### src/rtl/fmp_pkg.sv
/*
 Package for the fob memory map and protection block: block numbers,
 byte positions inside the control blocks, protection codes and the
 write-cycle counter limit.
 Assumes a single clock domain; no other file defines these names.
*/
package fmp_pkg;
    // ------------------------------------------------------------
    // Memory geometry
    // ------------------------------------------------------------
    localparam int unsigned NUM_BLOCKS     = 18;
    localparam int unsigned BYTES_PER_BLK  = 8;
    localparam int unsigned BLK_W          = 5;
    localparam int unsigned BYTE_IDX_W     = 4;
    localparam int unsigned CNT_W          = 16;

    localparam logic [4:0] USER_BLK_FIRST  = 5'h00;
    localparam logic [4:0] USER_BLK_LAST   = 5'h0f;
    localparam logic [4:0] PARAM_BLK       = 5'h10;
    localparam logic [4:0] PROT_BLK        = 5'h11;

    // Byte positions in the parameter block
    localparam int unsigned ADF_FIRST      = 0;
    localparam int unsigned ADF_LAST       = 3;
    localparam int unsigned FAMILY_ID_POS  = 4;
    localparam int unsigned USER1_POS      = 5;

    // Byte positions in the protection control block
    localparam int unsigned PAGE_PROT_POS  = 0;
    localparam int unsigned APP_DATA_FIELD_LOCK_POS   = 4;
    localparam int unsigned FID_LOCK_POS   = 5;
    localparam int unsigned FIRST_USER_BYTE_LOCK_POS    = 6;
    localparam int unsigned SELF_LOCK_POS  = 7;

    // Protection codes
    localparam logic [7:0] PROT_UNLOCKED   = 8'h00;
    localparam logic [7:0] PROT_EPROM_EMU  = 8'h0a;
    localparam logic [3:0] PROT_WP_NIBBLE  = 4'ha;
    localparam logic [7:0] LOCK_CODE       = 8'haa;

    localparam logic [15:0] CNT_MAX        = 16'hffff;
    localparam logic [15:0] CNT_ONE        = 16'h0001;
    localparam logic [3:0]  CNT_LO_IDX     = 4'h8;
    localparam logic [3:0]  CNT_HI_IDX     = 4'h9;
    localparam logic [3:0]  LAST_DATA_IDX  = 4'h7;

    typedef enum logic [1:0] {
        FMP_IDLE  = 2'b00,
        FMP_READ  = 2'b01,
        FMP_WRITE = 2'b10,
        FMP_COMMIT = 2'b11
    } fmp_state_e;

    // Lock byte holds the locking code
    function automatic logic fmp_is_locked(input logic [7:0] b);
        fmp_is_locked = (b == LOCK_CODE);
    endfunction
endpackage

### src/rtl/fmp_memory.sv
/*
 Memory map and protection core of the fob: eighteen 8-byte blocks,
 per-block write-cycle counters and the irreversible protection codes.
 Assumes the command layer above delivers block commands and bytes
 synchronous to mclk, one byte per strobe, LSb-first already
 reassembled into bytes. Storage is modelled as registers.
*/
// Contract
// - Eighteen blocks of eight bytes each
// - Blocks 00h-0Fh are user EEPROM
// - Four consecutive user blocks form a page
// - Protocol_parameter_block: app data, family id, users
// - Protection_control_block: page protects then lock bytes
// - Each page byte controls only its page
// - Lock bytes protect app data, id, user1
// - Self lock protects only itself
// - Locking code makes control byte unchangeable
// - Each block keeps 16-bit write counter
// - Counter saturates at 65535, writes still allowed
// - Counter returned only by extended read
// - Bytes 0..7 ascending, counter low first
// - 00h unlocked, 0Ah irreversible EPROM emulation
// - Ah nibble write-protect; bits only set
// - AAh locks irreversibly; other codes unlocked
// - LSb first, least significant byte first
`timescale 1ns/1ps
module fmp_memory
    import fmp_pkg::*;
(
    input  wire logic                           mclk,
    input  wire logic                           rstn,
    input  wire logic                           cmd_valid,
    input  wire logic                           cmd_write,
    input  wire logic                           cmd_ext,
    input  wire logic [fmp_pkg::BLK_W-1:0]      cmd_blk,
    input  wire logic                           wr_byte_valid,
    input  wire logic [7:0]                     wr_byte,
    output logic                                busy,
    output logic                                rd_byte_valid,
    output logic      [7:0]                     rd_byte,
    output logic                                rd_last,
    output logic                                wr_done,
    output logic                                wr_accepted,
    output logic                                cmd_error
);
    import fmp_pkg::*;

    // ------------------------------------------------------------
    // Reset release
    // ------------------------------------------------------------
    logic rst_meta_q;
    logic rst_n;
    always_ff @(posedge mclk or negedge rstn)
    begin
        if (!rstn)
        begin
            rst_meta_q <= 1'b0;
            rst_n      <= 1'b0;
        end
        else
        begin
            rst_meta_q <= 1'b1;
            rst_n      <= rst_meta_q;
        end
    end

    // ------------------------------------------------------------
    // Storage
    // ------------------------------------------------------------
    logic [63:0] mem_q [NUM_BLOCKS];
    fmp_state_e  state_q;
    logic [BLK_W-1:0]      blk_q;
    logic                  ext_q;
    logic [BYTE_IDX_W-1:0] idx_q;
    logic [63:0]           wbuf_q;

    // ------------------------------------------------------------
    // Decode
    // ------------------------------------------------------------
    wire        blk_ok     = (cmd_blk < BLK_W'(NUM_BLOCKS));
    wire [63:0] cur_blk    = mem_q[blk_q];
    wire [63:0] prot_word  = mem_q[PROT_BLK];
    wire [15:0] cur_cnt;
    wire [63:0] merged;
    wire        allowed;
    wire [3:0]  last_idx   = ext_q ? CNT_HI_IDX : LAST_DATA_IDX;
    // Bytes ascend, counter low byte after byte 7
    wire [7:0]  out_byte   = (idx_q == CNT_LO_IDX) ? cur_cnt[7:0] :
                             (idx_q == CNT_HI_IDX) ? cur_cnt[15:8] :
                             cur_blk[8*idx_q[2:0] +: 8];
    wire        commit_ok  = (state_q == FMP_COMMIT) && allowed;
    wire        start      = (state_q == FMP_IDLE) && cmd_valid && blk_ok;

    fmp_guard u_guard (
        .blk      (blk_q),
        .prot_blk (prot_word),
        .old_data (cur_blk),
        .new_data (wbuf_q),
        .merged   (merged),
        .allowed  (allowed)
    );

    fmp_wcount u_wcount (
        .mclk   (mclk),
        .rst_n  (rst_n),
        .inc_en (commit_ok),
        .inc_blk(blk_q),
        .rd_blk (blk_q),
        .rd_cnt (cur_cnt)
    );

    // ------------------------------------------------------------
    // Sequencer
    // ------------------------------------------------------------
    always_ff @(posedge mclk or negedge rst_n)
    begin
        if (!rst_n)
        begin
            state_q <= FMP_IDLE;
            blk_q   <= '0;
            ext_q   <= 1'b0;
            idx_q   <= '0;
            wbuf_q  <= '0;
        end
        else
        begin
            unique case (state_q)
                FMP_IDLE:
                begin
                    idx_q <= '0;
                    if (start)
                    begin
                        blk_q   <= cmd_blk;
                        ext_q   <= cmd_ext;
                        state_q <= cmd_write ? FMP_WRITE : FMP_READ;
                    end
                end
                FMP_READ:
                begin
                    idx_q <= idx_q + 4'h1;
                    if (idx_q == last_idx)
                        state_q <= FMP_IDLE;
                end
                FMP_WRITE:
                    if (wr_byte_valid)
                    begin
                        wbuf_q[8*idx_q[2:0] +: 8] <= wr_byte;
                        idx_q <= idx_q + 4'h1;
                        if (idx_q == LAST_DATA_IDX)
                            state_q <= FMP_COMMIT;
                    end
                FMP_COMMIT:
                    state_q <= FMP_IDLE;
            endcase
        end
    end

    always_ff @(posedge mclk or negedge rst_n)
    begin
        if (!rst_n)
        begin
            for (int i = 0; i < NUM_BLOCKS; i++)
                mem_q[i] <= '0;
        end
        else if (commit_ok)
            mem_q[blk_q] <= merged;
    end

    // ------------------------------------------------------------
    // Registered outputs
    // ------------------------------------------------------------
    always_ff @(posedge mclk or negedge rst_n)
    begin
        if (!rst_n)
        begin
            busy          <= 1'b0;
            rd_byte_valid <= 1'b0;
            rd_byte       <= '0;
            rd_last       <= 1'b0;
            wr_done       <= 1'b0;
            wr_accepted   <= 1'b0;
            cmd_error     <= 1'b0;
        end
        else
        begin
            busy          <= start || (state_q != FMP_IDLE && !(state_q == FMP_COMMIT)
                             && !(state_q == FMP_READ && idx_q == last_idx));
            rd_byte_valid <= (state_q == FMP_READ);
            rd_byte       <= (state_q == FMP_READ) ? out_byte : 8'h00;
            rd_last       <= (state_q == FMP_READ) && (idx_q == last_idx);
            wr_done       <= (state_q == FMP_COMMIT);
            wr_accepted   <= commit_ok;
            cmd_error     <= (state_q == FMP_IDLE) && cmd_valid && !blk_ok;
        end
    end

    AST_READ_LEN: assert property (@(posedge mclk) disable iff (!rst_n)
        (start && !cmd_write && !cmd_ext) |-> ##8 (state_q == FMP_READ && idx_q == LAST_DATA_IDX))
        else $error("Plain read length wrong");
    AST_PROTECT_HOLD: assert property (@(posedge mclk) disable iff (!rst_n)
        (state_q == FMP_COMMIT && !allowed) |=> (mem_q[$past(blk_q)] == $past(cur_blk)))
        else $error("Protected block changed");
    AST_SELF_LOCK: assert property (@(posedge mclk) disable iff (!rst_n)
        fmp_is_locked(mem_q[PROT_BLK][63:56]) |=> fmp_is_locked(mem_q[PROT_BLK][63:56]))
        else $error("Self lock changed");
    AST_EPROM_STICKY: assert property (@(posedge mclk) disable iff (!rst_n)
        (mem_q[PROT_BLK][23:16] == PROT_EPROM_EMU)
        |=> (mem_q[PROT_BLK][23:16] == PROT_EPROM_EMU))
        else $error("Emulation mode reverted");
    AST_WP_BITS: assert property (@(posedge mclk) disable iff (!rst_n)
        (mem_q[PROT_BLK][15:12] == PROT_WP_NIBBLE) |=> (mem_q[PROT_BLK][15:12] == PROT_WP_NIBBLE
        && (mem_q[PROT_BLK][11:8] & $past(mem_q[PROT_BLK][11:8])) == $past(mem_q[PROT_BLK][11:8])))
        else $error("Write-protect bits cleared");
    AST_APP_DATA_FIELD_LOCK: assert property (@(posedge mclk) disable iff (!rst_n)
        fmp_is_locked(mem_q[PROT_BLK][39:32]) |=> $stable(mem_q[PARAM_BLK][31:0]))
        else $error("Locked app data changed");
    AST_WR_DONE: assert property (@(posedge mclk) disable iff (!rst_n)
        (state_q == FMP_COMMIT) |=> (wr_done && wr_accepted == $past(allowed)))
        else $error("Write completion misreported");
    AST_EXT_LEN: assert property (@(posedge mclk) disable iff (!rst_n)
        (start && !cmd_write && cmd_ext) |-> ##10 (state_q == FMP_READ && idx_q == CNT_HI_IDX))
        else $error("Extended read length wrong");
endmodule // fmp_memory

### src/rtl/fmp_wcount.sv
/*
 Bank of per-block saturating write-cycle counters.
 Assumes the caller pulses inc_en only for accepted writes.
*/
`timescale 1ns/1ps
module fmp_wcount
    import fmp_pkg::*;
(
    input  wire logic                      mclk,
    input  wire logic                      rst_n,
    input  wire logic                      inc_en,
    input  wire logic [fmp_pkg::BLK_W-1:0] inc_blk,
    input  wire logic [fmp_pkg::BLK_W-1:0] rd_blk,
    output logic      [fmp_pkg::CNT_W-1:0] rd_cnt
);
    logic [CNT_W-1:0] cnt_q [NUM_BLOCKS];

    always_ff @(posedge mclk or negedge rst_n)
    begin
        if (!rst_n)
        begin
            for (int i = 0; i < NUM_BLOCKS; i++)
                cnt_q[i] <= '0;
        end
        else if (inc_en && cnt_q[inc_blk] != CNT_MAX)
            cnt_q[inc_blk] <= cnt_q[inc_blk] + CNT_ONE;
    end

    assign rd_cnt = cnt_q[rd_blk];

    AST_SATURATE: assert property (@(posedge mclk) disable iff (!rst_n)
        (inc_en && cnt_q[inc_blk] == CNT_MAX) |=> (cnt_q[$past(inc_blk)] == CNT_MAX))
        else $error("Write counter wrapped");
    AST_INCREMENT: assert property (@(posedge mclk) disable iff (!rst_n)
        (inc_en && cnt_q[inc_blk] != CNT_MAX)
        |=> (cnt_q[$past(inc_blk)] == $past(cnt_q[inc_blk]) + CNT_ONE))
        else $error("Write counter did not step by one");
endmodule // fmp_wcount

### src/rtl/fmp_guard.sv
/*
 Write-permission decode: folds the stored protection block and the
 stored target contents with the proposed block into the contents to
 commit, and flags whether any change is permitted at all.
 Assumes protection bytes come straight from storage.
*/
`timescale 1ns/1ps
module fmp_guard
    import fmp_pkg::*;
(
    input  wire logic [fmp_pkg::BLK_W-1:0] blk,
    input  wire logic [63:0]               prot_blk,
    input  wire logic [63:0]               old_data,
    input  wire logic [63:0]               new_data,
    output logic      [63:0]               merged,
    output logic                           allowed
);
    logic [1:0] page;
    logic [1:0] idx;
    logic [7:0] pbyte;
    logic       user_blk;
    logic       blk_wp;
    assign page     = blk[3:2];
    assign idx      = blk[1:0];
    assign user_blk = (blk <= USER_BLK_LAST);
    assign pbyte    = prot_blk[8*page +: 8];
    // Write protect: Ah upper nibble and the bit for this block set in its page byte
    assign blk_wp   = (pbyte[7:4] == PROT_WP_NIBBLE) && pbyte[idx];

    always_comb
    begin
        merged  = old_data;
        allowed = 1'b0;
        if (user_blk)
        begin
            if (blk_wp)
                allowed = 1'b0;
            else if (pbyte == PROT_EPROM_EMU)
            begin
                merged  = old_data | new_data;
                allowed = 1'b1;
            end
            else
            begin
                merged  = new_data;
                allowed = 1'b1;
            end
        end
        else if (blk == PARAM_BLK)
        begin
            merged = new_data;
            if (fmp_is_locked(prot_blk[8*APP_DATA_FIELD_LOCK_POS +: 8]))
                merged[31:0] = old_data[31:0];
            if (fmp_is_locked(prot_blk[8*FID_LOCK_POS +: 8]))
                merged[8*FAMILY_ID_POS +: 8] = old_data[8*FAMILY_ID_POS +: 8];
            if (fmp_is_locked(prot_blk[8*FIRST_USER_BYTE_LOCK_POS +: 8]))
                merged[8*USER1_POS +: 8] = old_data[8*USER1_POS +: 8];
            allowed = (merged != old_data) || (new_data == old_data);
        end
        else if (blk == PROT_BLK)
        begin
            merged = new_data;
            for (int p = 0; p < 4; p++)
            begin
                if (old_data[8*p+4 +: 4] == PROT_WP_NIBBLE)
                    merged[8*p +: 8] = {PROT_WP_NIBBLE,
                                        old_data[8*p +: 4] | new_data[8*p +: 4]};
                else if (old_data[8*p +: 8] == PROT_EPROM_EMU)
                    merged[8*p +: 8] = old_data[8*p +: 8];
            end
            for (int l = APP_DATA_FIELD_LOCK_POS; l <= SELF_LOCK_POS; l++)
                if (fmp_is_locked(old_data[8*l +: 8]))
                    merged[8*l +: 8] = old_data[8*l +: 8];
            allowed = (merged != old_data) || (new_data == old_data);
        end
    end
endmodule // fmp_guard

### config.mk
export PLATFORM = sky130hd
export DESIGN_NAME = fmp_memory
export DESIGN_NICKNAME = d
export VERILOG_FILES = /design/src/rtl/fmp_pkg.sv /design/src/rtl/fmp_memory.sv /design/src/rtl/fmp_wcount.sv /design/src/rtl/fmp_guard.sv
export SDC_FILE = /design/constraint.sdc
export NUM_CORES = 2
export LEC_CHECK = 0
export BUFFER_PORTS_ARGS = -buffer_cell sky130_fd_sc_hd__buf_2
export CAP_MARGIN = 20
export CORE_MARGIN = 10
export CORE_UTILIZATION = 40
export CTS_BUF_LIST = sky130_fd_sc_hd__clkbuf_8
export DETAILED_ROUTE_END_ITERATION = 10
export PLACE_DENSITY_LB_ADDON = 0.25
export SYNTH_ARGS = -nofsm -noshare
export SYNTH_HDL_FRONTEND = slang
export SYNTH_HIERARCHICAL = 1
export SYNTH_SLANG_ARGS = --single-unit
### constraint.sdc
create_clock -name mclk -period 46.4 [get_ports mclk]
set_input_delay 2.32 -clock mclk [delete_from_list [all_inputs] [get_ports mclk]]
set_output_delay 2.32 -clock mclk [all_outputs]
set_load 0.005 [all_outputs]
==> run metrics <==
initial antenna violation count=12; hold path cells=0; Tcrit/Tclk final=0.218; Avg WL per Cell=30.2 µm; nets=6191; synth warn=6; Peak VDD IR=48.4 µV; dpl ws=36.43 ns; Overflow after GRT=0; relative slew slack=0.120; Clock Path Buffers=4; clk_skew=0.124 ns; Worst EP required=47.33 ns; Routed Antenna Nets=0; CP max FO=37; Worst Setup Start Kind=register; Yosys cell types=114; DRT Pass-1 Iters=6; Post-synth EDFFs=0; 1st-iter DRT viols=5045; post-synthesis sequential area ratio=0.479; hold path endpoint=rst_n; Slew @ Worst Pin=1.30 ns; largest net degree at the start of global routing=178; Int Pwr=3320 µW; Vias=53929; #FFs+latches synth=1532; # Max-Cap Violations=0; Lkg Pwr=0.0412 µW; setup ws final=36.28 ns; Worst Reg2Reg Path Length in Cells=20; synthesized net count=6120; Psw=2340 µW; WL final=271000 µm; final setup vio count=0; Final Instance Area=88800 µm²; Hold Fails Final Rpt=0; Worst-path clk slew=0.06 ns; Avg Vias per Cell=6.02; grt met3 use=0.0465; Routability Congestion=0.977; Post-Synthesis Cells=6024; post-CTS sizing=0; P&R area growth vs syn=11.0%; Worst Hold Launch=rst_meta_q; CORE AREA=199000 µm²; Worst Hold Class=register to register; synthesized area per cell=13.3 µm²; Ports=33; share of layout cells above drive strength 1=0.409; Clk Tree Root Cell=clkbuf_8; DP Area=82800 µm²; RSZ-0062 raised after global routing=no; most common cell after layout, fill and taps aside=dfrtp_1; TritonCTS Buffers=289; RR Endpoint=mem_q[876]; reg2reg setup slack=36.28 ns; Sink Count=1532; met1 GRT Util=0.332; Crit Path Category=register to register; drc violations=0; Die W=467 µm; # hold bufs at CTS=0; status=completed; clock network fraction of design power=0.234; Gate power share=0.424; detailed placement HPWL=174000 µm; I/O Buffers=32; most frequent cells in the layout=dfrtp_1 (1526), mux2_2 (1377), clkbuf_8 (383); TritonCTS clock tree=built; vias in the first global route=55503; Net Sw Frac=0.413; setup_tns=0 ns; busiest grt layer=met2; max-slew violations=0; final period demand of the worst path=10.12 ns; CP Data Arrival Time=11.05 ns; Setup crit end kind=register; H-tree depth=5; clk_lat worst skew=1.11 ns; area of the mapped netlist=80000 µm²; Initial Util=0.401; met2 usage in global routing=0.384; ys async rst share=1.00; dominant synthesized flop cell=dfrtp_1; Final Util=0.446; first-pass GRT wire length=397000 µm; GRT Util Overall=0.243; Post CTS Setup Buffer Count=0; Rows=164; PD cells=63.7 nW/µm²; die area=218000 µm²; FF-to-FF Start=blk_q[2]; maximum clock rate=98.8 MHz; die height=467 µm; sequential share of power=0.342
[critical path, cell delays in order (launching register included)]
cell and delay [ns]:
dfrtp_4 0.70, buf_4 0.66, buf_4 0.49, buf_4 0.53, or4b_1 0.46, buf_4 0.36
o22ai_1 0.13, a211oi_1 0.22, nand2_1 0.38, or4bb_1 0.86, o211ai_1 0.26, a221oi_1 0.15
a2111o_1 0.48, nor4_1 0.90, nand4_1 0.20, o2bb2ai_1 0.17, and2_1 0.37, and2_1 0.55
nand2_4 0.83, buf_4 0.64, mux2_2 0.40
[cells by family (layout without fill, tap and decap cells)]
| kind of cell | Yosys count | count (layout) | synth area share |
|---|---|---|---|
| AO/OA/AOI/OAI | 759 | 759 | 0.0668 |
| buffers and inverters | 683 | 952 | 0.0459 |
| other | 1 | 10 | 0.0000469 |
| flip-flops | 1532 | 1532 | 0.479 |
| adder cells (fa/ha/maj) | 77 | 77 | 0.0120 |
| AND/OR/NAND/NOR | 781 | 781 | 0.0529 |
| XOR/XNOR | 41 | 41 | 0.00449 |
| multiplexers | 2150 | 2150 | 0.338 |
[synthesized netlist by cell type, types with 11 or more instances]
master     instances  area, µm²
a211oi_1          39        293
a211oi_2          11        138
a21oi_1           83        415
a221oi_1          72        631
a22oi_1           54        405
a31oi_1           29        181
buf_1             22       82.6
buf_2            107        536
buf_4            113        848
buf_6             47        529
clkbuf_1         185        694
dfrtp_1         1532      38300
ha_1              77        963
inv_1            193        724
mux2_1            27        304
mux2_2          1377      15500
mux2_4           103       1550
mux2i_1          382       3820
mux4_2           257       5790
nand2_1          276       1040
nand2b_1          15       93.8
nand3_1           89        445
nand4_1           25        156
nor2_1           156        586
nor2_2            14       87.6
nor2b_1           21        131
nor3_1            22        110
nor3_4            14        228
nor4_1            29        181
nor4bb_1          13        130
o2111ai_1         16        140
o211ai_1          28        210
o21ai_0          129        646
o221ai_1          38        333
o22ai_1          124        776
o31ai_1           35        263
xnor2_1           26        228
xor2_1            15        131
[power groups by stage]
| stage | clock [µW] | combinational (µW) | sequential, µW |
|---|---|---|---|
| after global placement | 0 | 2320 | 1940 |
| after floorplan | 0 | 1540 | 1870 |
| after global routing | 1420 | 2520 | 1970 |
| final | 1320 | 2400 | 1940 |
| after CTS | 1360 | 2350 | 1930 |
| after detailed placement | 0 | 2340 | 1950 |
[sequential cells by signal (all words and copies together) (netlist names)]
register        cells
blk_q               5
busy                1
cmd_error           1
ext_q               1
idx_q               4
mem_q            1088
prot_word          64
rd_byte             8
rd_byte_valid       1
rd_last             1
rst_meta_q          1
rst_n               1
state_q             2
u_wcount/cnt_q    288
wbuf_q             64
wr_accepted         1
wr_done             1
[per-stage QoR]
step | power, µW | hold slack (ns) | cells
global route | 5910 | 0.368 | 8956
global placement | 4260 | 0.337 | 8435
CTS | 5640 | 0.356 | 8933
detailed placement | 4300 | 0.343 | 8444
finish | 5660 | 0.351 | 8958
floorplan | 3410 | 0.331 | 6024
[worst max path at each step]
stage                       endpoint  depth (start not counted)     start
after global routing      mem_q[357]                         20  blk_q[2]
after CTS                 mem_q[876]                         20  blk_q[2]
after detailed placement  mem_q[867]                         20  blk_q[2]
after floorplan             blk_q[0]                          0     rst_n
after global placement    mem_q[893]                         20  blk_q[2]
final                     mem_q[876]                         20  blk_q[2]
[metal layers]
| layer | up-vias | share of wire |
|---|---|---|
| met3 | 551 | 0.060 |
| met1 | 28819 | 0.44 |
| li1 | 22660 | - |
| met5 | - | 0.00020 |
| met2 | 1891 | 0.46 |
| met4 | 8 | 0.040 |
[area by class of cell]
class                      count  area [µm²]
fill                       18171      110000
timing repair buffer         268        2130
inverter                     195         732
multi-input combinational   3809       38400
sequential                  1532       38400
antenna                        9        22.5
clock buffer                 381        5240
tap                         2656        3320
clock inverter               108         515
Note: power is estimated with default switching activity, not from simulation.
